[src/fpo_pkg.sv]
// package: constants, types and register map of the flash protection overlay host
package fpo_pkg;

    localparam int CLK_PERIOD_NS = 10;
    localparam int READ_STROBE_NS = 120;
    localparam int READ_STROBE_CYC = (READ_STROBE_NS + CLK_PERIOD_NS - 1) / CLK_PERIOD_NS;
    localparam int WRITE_STROBE_NS = 60;
    localparam int WRITE_STROBE_CYC = (WRITE_STROBE_NS + CLK_PERIOD_NS - 1) / CLK_PERIOD_NS;

    localparam int SECTOR_LSB = 16;
    localparam int REGION_LSB = 8;
    localparam int SECURE_HIGH_LSB = 10;
    localparam logic [31:0] PASSWORD_WORDS = 32'h0000_0004;

    localparam logic [7:0] REG_CTRL = 8'h00;
    localparam logic [7:0] REG_ADDR = 8'h04;
    localparam logic [7:0] REG_WDATA = 8'h08;
    localparam logic [7:0] REG_STATUS = 8'h0c;
    localparam logic [7:0] REG_RDATA = 8'h10;
    localparam logic [7:0] REG_DECODE = 8'h14;
    localparam logic [7:0] REG_GATE = 8'h18;

    localparam int CTRL_OP_LSB = 0;
    localparam int CTRL_KIND_LSB = 4;

    localparam int ST_BUSY = 0;
    localparam int ST_REFUSED = 1;
    localparam int ST_MODE_LSB = 4;
    localparam int ST_REGION_LSB = 8;
    localparam int ST_UNDEF = 11;

    localparam int ECC_DISABLED_BIT = 3;
    localparam int ECC_CHECK_FIX_BIT = 2;
    localparam int ECC_DATA_FIX_BIT = 1;
    localparam int GUARD_BIT = 0;

    localparam int GATE_A_LOCKED = 0;
    localparam int GATE_B_LOCKED = 1;
    localparam int GATE_PW_LOCKED = 2;
    localparam int GATE_PW_GIVEN = 3;
    localparam logic [3:0] GATE_RESET = 4'h0;

    typedef enum logic [2:0] {
        MODE_NORMAL = 3'h0,
        MODE_SECURE = 3'h1,
        MODE_LOCKWORD = 3'h2,
        MODE_NVGUARD = 3'h3,
        MODE_LOCKBIT = 3'h4,
        MODE_PASSWORD = 3'h5,
        MODE_VGUARD = 3'h6,
        MODE_ECC = 3'h7
    } fpo_mode_type;

    typedef enum logic [2:0] {
        OP_NONE = 3'h0,
        OP_READ = 3'h1,
        OP_PROGRAM = 3'h2,
        OP_RAW = 3'h3,
        OP_ENTER = 3'h4,
        OP_EXIT = 3'h5
    } fpo_op_type;

    typedef enum logic [1:0] {
        REGION_FACTORY = 2'h0,
        REGION_A = 2'h1,
        REGION_B = 2'h2,
        REGION_PW = 2'h3
    } fpo_region_type;

    typedef struct packed {
        logic write;
        logic [31:0] addr;
        logic [15:0] data;
    } fpo_cyc_req_type;

endpackage

[src/fpo_flash_protection_host.sv]
// host controller for the flash protection and secure overlays
// Operation
// - lock word read and programmed only at address 0; raw cycles keep the written address
// - guard change lock accessed at address 0
// - ecc overlay entered from read mode; program and raw cycles refused inside it
// - sector guard accessed at sector offset 0
//
// The plain strobed port and the register addresses are this design's own decisions.
`timescale 1ns/1ps
`default_nettype none
module fpo_flash_protection_host #(
    parameter int ADDR_W = 25
) (
    input wire logic CLK,
    input wire logic RST_N,
    input wire logic [7:0] REG_ADDR,
    input wire logic [31:0] REG_WDATA,
    input wire logic REG_WR,
    input wire logic REG_RD,
    output logic [31:0] REG_RDATA,
    output logic [ADDR_W-1:0] FLASH_A,
    input wire logic [15:0] FLASH_DQ_I,
    output logic [15:0] FLASH_DQ_O,
    output logic FLASH_DQ_OE,
    output logic FLASH_CE_N,
    output logic FLASH_OE_N,
    output logic FLASH_WE_N,
    output logic BUSY
);
    if (ADDR_W < 17 || ADDR_W > 32)
    begin : g_bad_width
        $error("ADDR_W must lie between 17 and 32");
    end

    typedef enum logic [1:0] {
        ST_IDLE = 2'b01,
        ST_WAIT = 2'b10
    } fpo_state_type;
    localparam int SEC_W = ADDR_W - fpo_pkg::SECTOR_LSB;

    fpo_state_type state_ff;
    fpo_pkg::fpo_mode_type mode_ff;
    logic [SEC_W-1:0] ovl_sector_ff;
    logic [ADDR_W-1:0] addr_ff;
    logic [15:0] wdata_ff, rdata_ff;
    logic [3:0] gate_ff;
    logic refused_ff, pend_read_ff, undef_ff, guard_ff, busy_ff;
    logic [1:0] region_ff;
    logic [2:0] ecc_ff;
    logic [31:0] reg_rdata_ff;
    wire logic [2:0] op, kind;
    wire logic go, ctrl_busy, sector_match, sec_undef, pw_undef, is_prog, bad_op;
    wire logic refuse_ecc_enter, refuse_ecc_prog, refuse_secure_prog, refuse_secure_read;
    wire logic refuse, accept, cyc_done;
    wire logic [1:0] region;
    wire logic [ADDR_W-1:0] eff_addr;
    wire fpo_pkg::fpo_cyc_req_type cyc_req;
    wire logic [15:0] cyc_rdata;
    wire logic [31:0] status_word, rd_mux;

    assign op = REG_WDATA[fpo_pkg::CTRL_OP_LSB +: 3];
    assign kind = REG_WDATA[fpo_pkg::CTRL_KIND_LSB +: 3];
    assign go = REG_WR && REG_ADDR == fpo_pkg::REG_CTRL && state_ff == ST_IDLE;
    assign ctrl_busy = REG_WR && REG_ADDR == fpo_pkg::REG_CTRL && state_ff != ST_IDLE;

    // secure overlay decode from the sector number and the word offset; password overlay word range
    assign sector_match = addr_ff[ADDR_W-1:fpo_pkg::SECTOR_LSB] == ovl_sector_ff;
    assign region = addr_ff[fpo_pkg::REGION_LSB +: 2];
    assign sec_undef = addr_ff[fpo_pkg::SECTOR_LSB-1:fpo_pkg::SECURE_HIGH_LSB] != '0;
    assign pw_undef = 32'(addr_ff) >= fpo_pkg::PASSWORD_WORDS;

    assign is_prog = op == fpo_pkg::OP_PROGRAM || op == fpo_pkg::OP_RAW;
    assign bad_op = op == fpo_pkg::OP_NONE || op > fpo_pkg::OP_EXIT;
    assign refuse_ecc_enter = op == fpo_pkg::OP_ENTER && kind == fpo_pkg::MODE_ECC
        && mode_ff != fpo_pkg::MODE_NORMAL;
    assign refuse_ecc_prog = mode_ff == fpo_pkg::MODE_ECC && is_prog;
    // raw cycles are unguarded so software can still send unlock prefixes
    assign refuse_secure_prog = mode_ff == fpo_pkg::MODE_SECURE && op == fpo_pkg::OP_PROGRAM
        && (!sector_match
        || sec_undef
        || region == fpo_pkg::REGION_FACTORY
        || (region == fpo_pkg::REGION_A && gate_ff[fpo_pkg::GATE_A_LOCKED])
        || (region == fpo_pkg::REGION_B && gate_ff[fpo_pkg::GATE_B_LOCKED])
        || (region == fpo_pkg::REGION_PW && (!gate_ff[fpo_pkg::GATE_PW_GIVEN]
        || gate_ff[fpo_pkg::GATE_PW_LOCKED])));
    assign refuse_secure_read = mode_ff == fpo_pkg::MODE_SECURE && op == fpo_pkg::OP_READ
        && sector_match && !sec_undef && region == fpo_pkg::REGION_PW
        && !gate_ff[fpo_pkg::GATE_PW_GIVEN];
    assign refuse = bad_op || refuse_ecc_enter || refuse_ecc_prog || refuse_secure_prog
        || refuse_secure_read;
    assign accept = go && !refuse;

    // read and program cycles of single-word overlays and sector guards are touched at offset 0
    assign eff_addr = (op == fpo_pkg::OP_READ || op == fpo_pkg::OP_PROGRAM)
        ? ((mode_ff == fpo_pkg::MODE_LOCKWORD) ? '0
        : (mode_ff == fpo_pkg::MODE_LOCKBIT) ? '0
        : (mode_ff == fpo_pkg::MODE_NVGUARD || mode_ff == fpo_pkg::MODE_VGUARD)
        ? {addr_ff[ADDR_W-1:fpo_pkg::SECTOR_LSB], 16'h0000}
        : addr_ff)
        : addr_ff;
    assign cyc_req = '{write: op != fpo_pkg::OP_READ, addr: 32'(eff_addr), data: wdata_ff};

    assign status_word = {20'h00000, undef_ff, 1'b0, region_ff, 1'b0, mode_ff, 2'b00,
        refused_ff, busy_ff};
    assign rd_mux = (REG_ADDR == fpo_pkg::REG_ADDR) ? 32'(addr_ff)
        : (REG_ADDR == fpo_pkg::REG_WDATA) ? {16'h0000, wdata_ff}
        : (REG_ADDR == fpo_pkg::REG_STATUS) ? status_word
        : (REG_ADDR == fpo_pkg::REG_RDATA) ? {16'h0000, rdata_ff}
        : (REG_ADDR == fpo_pkg::REG_DECODE) ? {28'h0000000, ecc_ff, guard_ff}
        : (REG_ADDR == fpo_pkg::REG_GATE) ? {28'h0000000, gate_ff}
        : 32'h0000_0000;

    fpo_flash_cycle #(
        .ADDR_W(ADDR_W)
    ) u_cycle (
        .clk(CLK),
        .rst_n(RST_N),
        .start(accept),
        .req(cyc_req),
        .dq_i(FLASH_DQ_I),
        .a_ff(FLASH_A),
        .dq_o_ff(FLASH_DQ_O),
        .dq_oe_ff(FLASH_DQ_OE),
        .ce_n_ff(FLASH_CE_N),
        .oe_n_ff(FLASH_OE_N),
        .we_n_ff(FLASH_WE_N),
        .rdata_ff(cyc_rdata),
        .done_ff(cyc_done)
    );

    always_ff @(posedge CLK or negedge RST_N)
    begin
        if (!RST_N)
        begin
            state_ff <= ST_IDLE;
            busy_ff <= 1'b0;
            refused_ff <= 1'b0;
            pend_read_ff <= 1'b0;
        end
        else
        begin
            if (accept)
            begin
                state_ff <= ST_WAIT;
                busy_ff <= 1'b1;
                pend_read_ff <= op == fpo_pkg::OP_READ;
            end
            else if (cyc_done)
            begin
                state_ff <= ST_IDLE;
                busy_ff <= 1'b0;
                pend_read_ff <= 1'b0;
            end
            refused_ff <= !accept && (refused_ff || (go && refuse) || ctrl_busy);
        end
    end

    // overlay tracking; mode switches when the entry or exit cycle is taken
    always_ff @(posedge CLK or negedge RST_N)
    begin
        if (!RST_N)
        begin
            mode_ff <= fpo_pkg::MODE_NORMAL;
            ovl_sector_ff <= '0;
        end
        else if (accept && op == fpo_pkg::OP_ENTER)
        begin
            mode_ff <= fpo_pkg::fpo_mode_type'(kind);
            ovl_sector_ff <= addr_ff[ADDR_W-1:fpo_pkg::SECTOR_LSB];
        end
        else if (accept && op == fpo_pkg::OP_EXIT)
            mode_ff <= fpo_pkg::MODE_NORMAL;
    end

    always_ff @(posedge CLK or negedge RST_N)
    begin
        if (!RST_N)
        begin
            addr_ff <= '0;
            wdata_ff <= 16'h0000;
            gate_ff <= fpo_pkg::GATE_RESET;
            reg_rdata_ff <= 32'h0000_0000;
        end
        else
        begin
            if (REG_WR && REG_ADDR == fpo_pkg::REG_ADDR)
                addr_ff <= REG_WDATA[ADDR_W-1:0];
            if (REG_WR && REG_ADDR == fpo_pkg::REG_WDATA)
                wdata_ff <= REG_WDATA[15:0];
            if (REG_WR && REG_ADDR == fpo_pkg::REG_GATE)
                gate_ff <= REG_WDATA[3:0];
            reg_rdata_ff <= REG_RD ? rd_mux : 32'h0000_0000;
        end
    end

    // decode of the last accepted address and of the word that the last read returned
    always_ff @(posedge CLK or negedge RST_N)
    begin
        if (!RST_N)
        begin
            region_ff <= 2'h0;
            undef_ff <= 1'b0;
            rdata_ff <= 16'h0000;
            ecc_ff <= 3'h0;
            guard_ff <= 1'b0;
        end
        else
        begin
            if (accept)
            begin
                region_ff <= region;
                undef_ff <= (mode_ff == fpo_pkg::MODE_SECURE && sector_match && sec_undef)
                    || (mode_ff == fpo_pkg::MODE_PASSWORD && pw_undef);
            end
            if (cyc_done && pend_read_ff)
            begin
                rdata_ff <= cyc_rdata;
                // reserved bits 15:4 and 0 are dropped
                if (mode_ff == fpo_pkg::MODE_ECC)
                    ecc_ff <= {cyc_rdata[fpo_pkg::ECC_DISABLED_BIT],
                        cyc_rdata[fpo_pkg::ECC_CHECK_FIX_BIT],
                        cyc_rdata[fpo_pkg::ECC_DATA_FIX_BIT]};
                if (mode_ff == fpo_pkg::MODE_NVGUARD || mode_ff == fpo_pkg::MODE_VGUARD
                    || mode_ff == fpo_pkg::MODE_LOCKBIT)
                    guard_ff <= cyc_rdata[fpo_pkg::GUARD_BIT];
            end
        end
    end

    assign REG_RDATA = reg_rdata_ff;
    assign BUSY = busy_ff;
endmodule
`default_nettype wire

[src/fpo_flash_cycle.sv]
// one asynchronous flash bus cycle, read or write, timed in clock cycles
`timescale 1ns/1ps
`default_nettype none
module fpo_flash_cycle #(
    parameter int ADDR_W = 25
) (
    input wire logic clk,
    input wire logic rst_n,
    input wire logic start,
    input wire fpo_pkg::fpo_cyc_req_type req,
    input wire logic [15:0] dq_i,
    output logic [ADDR_W-1:0] a_ff,
    output logic [15:0] dq_o_ff,
    output logic dq_oe_ff,
    output logic ce_n_ff,
    output logic oe_n_ff,
    output logic we_n_ff,
    output logic [15:0] rdata_ff,
    output logic done_ff
);
    typedef enum logic [3:0] {
        CY_IDLE = 4'b0001,
        CY_SETUP = 4'b0010,
        CY_STROBE = 4'b0100,
        CY_HOLD = 4'b1000
    } fpo_cy_state_type;

    fpo_cy_state_type state_ff;
    logic wr_ff;
    logic [7:0] cnt_ff;
    wire logic [7:0] strobe_len;

    // strobe length minus one, since the setup edge already counts
    assign strobe_len = wr_ff ? 8'(fpo_pkg::WRITE_STROBE_CYC - 1) : 8'(fpo_pkg::READ_STROBE_CYC - 1);

    always_ff @(posedge clk or negedge rst_n)
    begin
        if (!rst_n)
        begin
            state_ff <= CY_IDLE;
            wr_ff <= 1'b0;
            cnt_ff <= 8'h00;
            a_ff <= '0;
            dq_o_ff <= 16'h0000;
            dq_oe_ff <= 1'b0;
            ce_n_ff <= 1'b1;
            oe_n_ff <= 1'b1;
            we_n_ff <= 1'b1;
            rdata_ff <= 16'h0000;
            done_ff <= 1'b0;
        end
        else
        begin
            done_ff <= 1'b0;
            case (state_ff)
                CY_IDLE:
                begin
                    if (start)
                    begin
                        a_ff <= req.addr[ADDR_W-1:0];
                        dq_o_ff <= req.data;
                        wr_ff <= req.write;
                        dq_oe_ff <= req.write;
                        ce_n_ff <= 1'b0;
                        state_ff <= CY_SETUP;
                    end
                end
                CY_SETUP:
                begin
                    oe_n_ff <= wr_ff;
                    we_n_ff <= !wr_ff;
                    cnt_ff <= strobe_len;
                    state_ff <= CY_STROBE;
                end
                CY_STROBE:
                begin
                    if (cnt_ff == 8'h00)
                    begin
                        if (!wr_ff)
                        begin
                            rdata_ff <= dq_i;
                        end
                        oe_n_ff <= 1'b1;
                        we_n_ff <= 1'b1;
                        state_ff <= CY_HOLD;
                    end
                    else
                    begin
                        cnt_ff <= cnt_ff - 8'h01;
                    end
                end
                CY_HOLD:
                begin
                    // data held one cycle past the write strobe edge
                    ce_n_ff <= 1'b1;
                    dq_oe_ff <= 1'b0;
                    done_ff <= 1'b1;
                    state_ff <= CY_IDLE;
                end
                default:
                begin
                    state_ff <= CY_IDLE;
                end
            endcase
        end
    end
endmodule
`default_nettype wire

[config.mk]
export PLATFORM = sky130hd
export DESIGN_NAME = fpo_flash_protection_host
export DESIGN_NICKNAME = d
export VERILOG_FILES = /design/src/fpo_pkg.sv /design/src/fpo_flash_protection_host.sv /design/src/fpo_flash_cycle.sv
export SDC_FILE = /design/constraint.sdc
export NUM_CORES = 1
export LEC_CHECK = 0
export ABC_AREA = 1
export BUFFER_PORTS_ARGS = -buffer_cell sky130_fd_sc_hd__buf_2
export CAP_MARGIN = 20
export CORE_MARGIN = 2
export CORE_UTILIZATION = 35
export DETAILED_ROUTE_END_ITERATION = 8
export GPL_TIMING_DRIVEN = 0
export MAX_ROUTING_LAYER = met4
export SYNTH_ARGS = -nofsm -noshare
export SYNTH_HDL_FRONTEND = slang
export SYNTH_SLANG_ARGS = --single-unit
[constraint.sdc]
create_clock -name CLK -period 3.7 [get_ports CLK]
set_input_delay 0.555 -clock CLK [delete_from_list [all_inputs] [get_ports CLK]]
set_output_delay 0.555 -clock CLK [all_outputs]
set_load 0.02 [all_outputs]
* After elaboration in Yosys (flattened, before gate mapping)
Cells that the tools add are included.
Word-level totals: register bits 185, output and inout port bits 78
Cells by class: eq/ne operators 33, reduce and logical (&&, ||, !) cells 70, $add $sub $neg 1, bitwise logic cells 1, $lt $le $gt $ge 2, multiplexer cells 32
Operators with widths (count):
- $mux W25 | 5
- $mux W16 | 4
- $logic_and A1 B1 Y1 | 28
- $ge A25 B3 Y1 const B | 1
- $eq A8 B5 Y1 const B | 3
- $eq A3 B3 Y1 const B | 7
- $mux W4 | 5
- $logic_or A1 B1 Y1 | 18
- $eq A8 B4 Y1 const B | 2
- $logic_not A8 Y1 | 2
- $pmux W8 S2 | 1
- $reduce_and A2 Y1 | 7
- $eq A3 B2 Y1 const B | 4
- $pmux W4 S3 | 1
- $eq A9 B9 Y1 | 1
- $eq A8 B3 Y1 const B | 1
- $mux W8 | 1
- $pmux W1 S2 | 4
- $reduce_bool A2 Y1 | 4
- $sub A8 B1 Y8 const B | 1
- $mux W1 | 7
- $eq A3 B1 Y1 const B | 2
- $logic_not A1 Y1 | 6
- $mux W3 | 2
- other kinds (17) | 22

* Logic depth before layout (Yosys ltp)
Gate-level depths: netlist of run 1.
word-level depth 15, mapped depth 13, depth with buffers taken out 13

* By module
Synthesis of run 1 repeated with hierarchy kept, for this count alone.
Second synthesis, totals: cell total of the unflattened synthesis 1016, area total of the unflattened synthesis 8264.2 sq um
By module, submodules not included:
- fpo_flash_protection_host | instances 1, cells each 652, sequential area each 2728.9 sq um, area an instance 5118.7 sq um
- fpo_flash_cycle | instances 1, cells each 364, sequential area each 1881.8 sq um, area an instance 3145.5 sq um

* Worst setup path after synthesis of run 1
Ideal clock, no wire load.
path kind input-to-reg, start point in REG_ADDR[7], end point reg u_cycle.a_ff[16], stages on the path 10, buffers on the path 2, slack 1.882 ns, arrival 1.699 ns, cells stage by stage nor2_2 nand3_2 nor2_1 nand4_1 nor2_2 nand4_2 buf_6 buf_6 nand2_1 o21ai_2
Between the ends: cells in the longest elaborated chain, start to end 5
RTL lines:
- start, declared | line fpo_flash_protection_host.sv:16 | input wire logic [7:0] REG_ADDR,
- $logic_not A8 Y1 | line fpo_flash_protection_host.sv:63 | assign go = REG_WR && REG_ADDR == fpo_pkg::REG_CTRL && state_ff == ST_IDLE;
- $logic_and A1 B1 Y1 (2 in a row) | line fpo_flash_protection_host.sv:63
- $logic_and A1 B1 Y1 | line fpo_flash_protection_host.sv:91 | assign accept = go && !refuse;
- $reduce_and A2 Y1 (no source line)
- end signal, assigned | line fpo_flash_cycle.sv:60 | a_ff <= req.addr[ADDR_W-1:0];
- end, declared | line fpo_flash_cycle.sv:12 | output logic [ADDR_W-1:0] a_ff,
No other way between the ends. A chain may end at the register's enable or synchronous reset.

* Final worst setup path of run 1
start point reg addr_ff[13], end point reg u_cycle.dq_o_ff[14]
Between the ends: cells in the longest elaborated chain, start to end 12
RTL lines:
- start, declared | line fpo_flash_protection_host.sv:44 | logic [ADDR_W-1:0] addr_ff;
- start signal, assigned | line fpo_flash_protection_host.sv:187 | addr_ff <= REG_WDATA[ADDR_W-1:0];
- $reduce_bool A6 Y1 * | line fpo_flash_protection_host.sv:69 | assign sec_undef = addr_ff[fpo_pkg::SECTOR_LSB-1:fpo_pkg::SECURE_HIGH_LSB] != '0;
- $logic_or A1 B1 Y1 | line fpo_flash_protection_host.sv:80 | || sec_undef
- $logic_or A1 B1 Y1 | line fpo_flash_protection_host.sv:81 | || region == fpo_pkg::REGION_FACTORY
- $logic_or A1 B1 Y1 | line fpo_flash_protection_host.sv:82 | || (region == fpo_pkg::REGION_A && gate_ff[fpo_pkg::GATE_A_LOCKED])
- $logic_or A1 B1 Y1 | line fpo_flash_protection_host.sv:83 | || (region == fpo_pkg::REGION_B && gate_ff[fpo_pkg::GATE_B_LOCKED])
- $logic_or A1 B1 Y1 | line fpo_flash_protection_host.sv:84 | || (region == fpo_pkg::REGION_PW && (!gate_ff[fpo_pkg::GATE_PW_GIVEN]
- $logic_and A1 B1 Y1 | line fpo_flash_protection_host.sv:79 | && (!sector_match
- $logic_or A1 B1 Y1 | line fpo_flash_protection_host.sv:89 | assign refuse = bad_op || refuse_ecc_enter || refuse_ecc_prog || refuse_secure_prog
- $logic_or A1 B1 Y1 * | line fpo_flash_protection_host.sv:90 | || refuse_secure_read;
- $logic_not A1 Y1 * | line fpo_flash_protection_host.sv:91
- $logic_and A1 B1 Y1 * | line fpo_flash_protection_host.sv:91
- $reduce_and A2 Y1 (no source line) *
- end signal, assigned | line fpo_flash_cycle.sv:61 | dq_o_ff <= req.data;
- end, declared | line fpo_flash_cycle.sv:13 | output logic [15:0] dq_o_ff,
Every way passes the cells marked *; elsewhere a longest branch is shown, timed or not.

==> summary.md, run 1 <==
| Metric | Value |
|---|---|
| Clock transition at path regs | 0.07 ns |
| Sequential area share after synthesis | between 50% and 60% |
| Highest Signal Layer | met4 |
| Metal2 WL | 9.88 mm |
| Wl on met1 | 10.3 mm |
| RSZ-0062 raised after global routing | false |
| WL per Instance | 15.8 um |
| Post-Synth XOR/XNOR Area | less than 1% |
| Leak | approximately 5.1 nW |
| CORE AREA | 22,600 um2 |
| CTS tree | yes |
| Final Max Tran Viols | 0 |
| Initial antenna violation count | 2 |
| GRT overflow | 0 |
| Routed WL | roughly 22 mm |
| Die Y | 156 um |
| Vias in the first global route | 6,250 |
| Fin cells | 1,370 |
| Vias per inst | 4.78 |
| Status | complete, no violations |
| Pre-CTS setup slack | approximately 1.3 ns |
| CTS sink cnt | 184 |
| Fillers | roughly 2,300 |
| Root Driver | clkbuf_16 |
| Cts repair resizes | 0 |
| Synthesized cell area | approximately 8100 um2 |
| Hold slack | slightly above 0.1 ns |
| Final setup vio count | 0 |
| Post-Synth Simple-Gate Area | between 20% and 30% |
| Final worst slack | 1.51 ns |
| Postcts setup bufs | 0 |
| Nets | 1,133 |
| Least-Margin Pin Slew | 0.645 ns |
| Power Density | 416 nW/um2 |
| Layout cell share with drive strength beyond 1 | between 20 and 25% |
| FFs w/ async S/R, synth | 100% |
| Synth cell types | 41 |
| Multiplexer area fraction after synthesis | 0% |
| Final ANT Viol Nets | 0 |
| I/O pin total | 138 |
| Post-synthesis adder-cell area fraction | 0.309% |
| Worst relative slew slack | 57.0% |
| Worst ir drop on vdd | between 0.2 and 0.25 mV |
| Syn-to-layout area delta | 19.8% |
| Num rows | 55 |
| Final Cycle Share | 59.1% |
| Starting Density | 35.7% |
| Util after Layout | 42.8% |
| #FFs+latches synth | 184 |
| IO buf count | 123 |
| Tot Pwr | ~4 mW |
| Vias | 6,548 |
| Synth Area in Compound Gates | between 10% and 20% |
| Skew final | 0.00935 ns |
| MaxCap Viol Count | 0 |
| Post-DP HPWL | 16.1 mm |
| Final GP Congestion | 0.906 |
| Residual DRC count | 0 |
| CP Class | flop to flop |
| TritonRoute pass-1 iters | 5 |
| Crit end category | flop |
| Yosys Warn Count | 0 |
| Setup crit start kind | flop |
| Die X | 156 um |
| Post-Syn Instances | slightly above 900 |
| Fmax | about 0.46 GHz |
| Syn avg cell area | 8.79 um2 |
| GR Util All Layers | 18.8% |
| Cts bufs inserted | 17 |
| Die area | 24,400 um2 |
| Maximum number of pins on one net before global-route repair | around 110 |
| Final hold violations | 0 |
| CP max FO | 10 |
| Critical Path RT | 3.99 ns |
| Worst Hold Class | primary input to asynchronous set/reset pin |
| Crit path time final | 2.19 ns |
| First-pass GRT wire length | 34.1 mm |
| Dpl cells | 1,337 |
| Crit path DAT | 2.48 ns |
| Post-synth EDFFs | 0 |
| Cts hold-fix bufs | 0 |
| Iteration-0 DRC Markers | 515 |
| Post-synth top flop | dfrtp_1 |
| Routed wl met3 | roughly 1.1 mm |
| Main combinational cell family by area after synthesis | simple AND/OR/NAND/NOR gates |
| Max Buffers Root-to-Sink | 2 |
| H-tree lvl count | 4 |
| Insertion delay to the later sink of the worst-skew pair | 0.43 ns |
## cell type report
cell class,count,area (um2),area share (%)
sequential,184,4610,47.5
timing repair buffer,125,658,6.79
tap,285,357,3.68
antenna,2,5.00,0.0516
buffer,43,260,2.68
multi-input combinational,602,2880,29.7
clock inverter,12,119,1.23
clock buffer,19,443,4.57
inverter,98,368,3.79
## registers in the layout, indices dropped and copies added (netlist names), 2 cells and up
name / count
REG_RDATA: 25
addr_ff: 25
u_cycle.a_ff: 25
rdata_ff: 16
u_cycle.dq_o_ff: 16
u_cycle.rdata_ff: 16
wdata_ff: 16
ovl_sector_ff: 9
u_cycle.cnt_ff: 8
gate_ff: 4
u_cycle.state_ff: 4
ecc_ff: 3
mode_ff: 3
region_ff: 2
state_ff: 2
## worst max-delay path: stages (launching register included)
cell	delay [ns]
dfrtp_1	0.43
nor2_1	0.21
nand3_1	0.18
nor3_1	0.25
nand4_2	0.18
nand4_2	0.15
clkbuf_1	0.51
o21ai_1	0.13
## cell usage after synthesis, types with 3 or more instances
cell type	instances	area (um2)
dfstp_2	5	131
o211ai_1	7	52.6
buf_4	7	52.6
nor2_4	3	33.8
inv_1	89	334
o21ai_0	83	415
nand3_1	33	165
xnor2_1	4	35.0
inv_2	9	33.8
buf_6	8	90.1
a21oi_1	50	250
a31oi_1	7	43.8
clkbuf_1	18	67.6
nor3_1	16	80.1
buf_2	10	50.1
o21ai_2	20	175
dfrtp_1	179	4480
nor2_2	7	43.8
nor2_1	69	259
o21ai_1	10	50.1
nand4_1	6	37.5
nand2_1	252	946
## cell families (layout without fill, tap and decap cells)
family	count (synthesis)	after routing
flip-flops	184	184
XOR/XNOR	6	6
AO/OA/AOI/OAI	186	186
other	1	9
AND/OR/NAND/NOR	401	401
adder cells (fa/ha/maj)	2	2
buffers and inverters	141	297
## path summary, 6_finish.rpt
path	end	depth (start not counted)	slack, ns	from
worst min register to register	u_cycle.ce_n_ff	2	0.46	u_cycle.ce_n_ff
max in group asynchronous	rdata_ff[5]	2	2.63	RST_N
worst min-delay path	u_cycle.a_ff[10]	1	0.10	RST_N
worst max-delay path	u_cycle.dq_o_ff[14]	7	1.51	addr_ff[13]
worst max register to register	u_cycle.dq_o_ff[14]	7	1.51	addr_ff[13]
min in group CLK	u_cycle.rdata_ff[9]	3	0.37	FLASH_DQ_I[9]
## layout by cell type (no fill, tap or decap), types with 3 or more instances in the layout
cell,Yosys,final
clkinv_4,0,3
o21ai_1,10,10
nor2_2,7,7
inv_2,9,9
xnor2_1,4,4
o21ai_2,20,20
nand3_1,33,33
o211ai_1,7,7
o21ai_0,83,83
clkbuf_1,18,19
nor3_1,16,16
conb_1,1,7
buf_2,10,133
a21oi_1,50,50
inv_6,0,3
buf_6,8,8
a31oi_1,7,7
dfstp_2,5,5
clkbuf_16,0,17
nor2_4,3,3
inv_1,89,89
nand2_1,252,252
nand4_1,6,6
nor2_1,69,69
dfrtp_1,179,179
buf_4,7,7
## per-stage QoR
stage,TNS [ns],cell area [um2]
after floorplan,0,8120
final,0,9700
after global routing,0,9700
after CTS,0,9690
after global placement,-173.36,9090
after detailed placement,0,9130
## metal layers
metal / global-route usage [%] / up-vias
li1: - / 3253
met1: 25.6 / 3083
met2: 28.9 / 186
met3: 3.03 / 26
met4: 5.81 / 0
met5: - / -
## report_power, final
part | switching [mW] | internal, mW
logic | 0.135 | 0.0615
clock network | 0.809 | 0.954
registers | 0.0317 | 2.05
total | 0.975 | 3.06
(Power assumes the default switching activity.)
==> run 2, diff against run 1 <==
==> constraint.sdc (replaced) <==
create_clock -name CLK -period 1.95 [get_ports CLK]
set_input_delay 0.2925 -clock CLK [delete_from_list [all_inputs] [get_ports CLK]]
set_output_delay 0.2925 -clock CLK [all_outputs]
set_load 0.02 [all_outputs]
==> run 2 against run 1 <==
Against the previous run: clock skew increased by 0.0016 ns; clock power increased by 91%; die area unchanged; non-clock buffer count increased by 20; global-route usage increased by 0.13 points; clock-buffer cell count unchanged; the run now ends with setup timing left; critical endpoint is now u_cycle.dq_o_ff[12]; sequential power increased by 89%; critical path depth increased by 5; design area increased by 5.2%; sequential cell count unchanged; core utilization increased by 2.2 points.
==> summary.md, run 2 (synthesis gave the netlist of run 1 again) <==
| Metric | Value |
|---|---|
| Cell Chain, Critical Path | nor2_2, nand2_2, nor2_4, nand2_2, nor2_4, nand3_2, nand2_4, nand4_4, buf_8, buf_6, nand2_1, o21ai_1 |
| Die X | 156 um |
| Residual DRC count | 0 |
| TritonRoute pass-1 iters | 5 |
| Crit end category | flop |
| Final GP Congestion | 0.906 |
| FF-to-FF End | u_cycle.dq_o_ff[12] |
| Top delay family on crit path | simple AND/OR/NAND/NOR gates |
| CP max FO | 10 |
| Power Density | 757 nW/um2 |
| Final Cycle Share | 101% |
| Final Max Tran Viols | 0 |
| Num rows | 55 |
| Skew final | 0.0109 ns |
| Hold path depth | 3 |
| Clock transition at path regs | roughly 0.07 ns |
| IO buf count | around 120 |
| GRT overflow | 0 |
| Commonest non-fill, non-tap cell in the layout | nand2_1 |
| Reg2reg start | addr_ff[15] |
| GR Util All Layers | 18.9% |
| Die area | 24,400 um2 |
| Least-Margin Pin Slew | 0.634 ns |
| CORE AREA | 22,600 um2 |
| Fmax | 0.505 GHz |
| Initial antenna violation count | 2 |
| CTS tree | yes |
| Final setup vio count | 30 |
| Dpl cells | 1,337 |
| Max Buffers Root-to-Sink | 2 |
| Worst path slowest cell | dfrtp_1 |
| Tot Pwr | 7.73 mW |
| CTS sink cnt | 184 |
| Post-DP HPWL | 16.1 mm |
| Vias per inst | 4.81 |
| Cell area after layout | 10,200 um2 |
| Cells on worst reg2reg path | 12 |
| Worst ir drop on vdd | around 0.46 mV |
| Crit path time final | 1.98 ns |
| Final ANT Viol Nets | 0 |
| Slowest Stage Delay on Critical Path | 0.42 ns |
| Routed WL | roughly 22 mm |
| Critical Path RT | 2.26 ns |
| Most frequent cells in the layout | nand2_1, dfrtp_1, buf_2 |
| Failing checks | setup timing |
| Leak | 5.30 nW |
| Insertion delay to the later sink of the worst-skew pair | roughly 0.43 ns |
| Starting Density | between 30% and 40% |
| First-pass GRT wire length | ~34 mm |
| Root Driver | clkbuf_16 |
| Die Y | 156 um |
| Iteration-0 DRC Markers | slightly above 500 |
| Cts bufs inserted | 17 |
| Hold slack | 0.106 ns |
| Maximum number of pins on one net before global-route repair | 107 |
| Worst min-delay path endpoint | u_cycle.rdata_ff[9] |
| Status | complete, but fails checks |
| Vias in the first global route | 6,314 |
| Crit path DAT | 2.29 ns |
| Fin cells | about 1,400 |
| Syn-to-layout area delta | 26.1% |
| H-tree lvl count | 4 |
| CP Class | flop to flop |
| RSZ-0062 raised after global routing | true |
| Final worst slack | -0.0283 ns |
| Vias | between 6,000 and 7,000 |
| Worst relative slew slack | 57.7% |
| Worst path bufs/invs | 2 |
| MaxCap Viol Count | 0 |
| Layout cell share with drive strength beyond 1 | between 20 and 30% |
| Worst Hold Class | primary input to flop |
| Setup crit start kind | flop |
| Placed cell areas | 9130 um2 |
| Worst hold path startpoint | FLASH_DQ_I[9] |
| Flop-to-flop setup slack | -0.03 ns |
| I/O pin total | around 140 |
| Final hold violations | 0 |
| WL per Instance | between 15 and 20 um |
| Nets | 1,154 |
run 2: cell types whose count changed in the layout (fill, tap and decap cells not counted), sizes merged:
cell	delta
nand2	+1
dlygate4sd3	+1
buf	+17
clkbuf	+2
run 2: stage by stage:
step / utilization [%] / setup TNS [ns] / setup slack [ns]
3_3_place_gp: 40.1 / -455.31 / -2.47
5_1_grt: 45.1 / -5.53 / -0.147
3_5_place_dp: 40.3 / -12.23 / -0.232
4_1_cts: 43.2 / -0.00213 / -0.00213
2_1_floorplan: - / 0 / 0.316
6_report: 45.1 / -0.431 / -0.0283
run 2: final cells by class:
cell class,count,area [um2]
antenna,2,5.00
buffer,43,292
clock buffer,19,443
clock inverter,12,119
fill,2206,12400
inverter,98,370
multi-input combinational,603,3100
sequential,184,4620
tap,285,357
timing repair buffer,145,903
run 2: worst max-delay path by stage:
stage | start | endpoint | slack [ns] | cells past startpoint
after floorplan | addr_ff[12] | u_cycle.a_ff[16] | 0.32 | 12
after global placement | RST_N | u_cycle.rdata_ff[2] | -2.47 | 1
after detailed placement | REG_WDATA[2] | u_cycle.dq_o_ff[14] | -0.23 | 8
after CTS | addr_ff[11] | u_cycle.dq_oe_ff | -0.002 | 12
after global routing | addr_ff[21] | u_cycle.a_ff[14] | -0.15 | 12
final | addr_ff[15] | u_cycle.dq_o_ff[12] | -0.03 | 12
run 2: worst register-to-register path, stage by stage (launching register included):
cell     delay [ns]
dfrtp_1        0.42
nor2_2         0.17
nand2_2        0.10
nor2_4         0.16
nand2_2        0.08
nor2_4         0.11
nand3_2        0.09
nand2_4        0.11
nand4_4        0.16
buf_8          0.21
buf_6          0.15
nand2_1        0.06
o21ai_1        0.06
run 2: power by group:
group	switching, mW	leakage, nW	internal (mW)
clock	1.55	0.272	1.81
combinational	0.282	2.58	0.142
sequential	0.0614	2.45	3.88
total	1.89	5.30	5.83
run 2: what timing repair did:
action | 4_1_cts | 5_1_grt
hold buffers | 1 | 0
gates resized for setup | 8 | 69
pin swaps | 1 | 13
endpoints found under the hold margin | 77 | 0
cloned | 0 | 4
endpoints found under the setup margin | 63 | 80
buffers inserted | 7 | 9
run 2: layer usage:
metal  share of wire, %  GRT usage (%)  wire length [um]
met1                 47           25.7             10600
met2                 46           29.1             10300
met3                4.8           3.03              1090
met4                2.0           6.12               450
met5                  0              -                 0
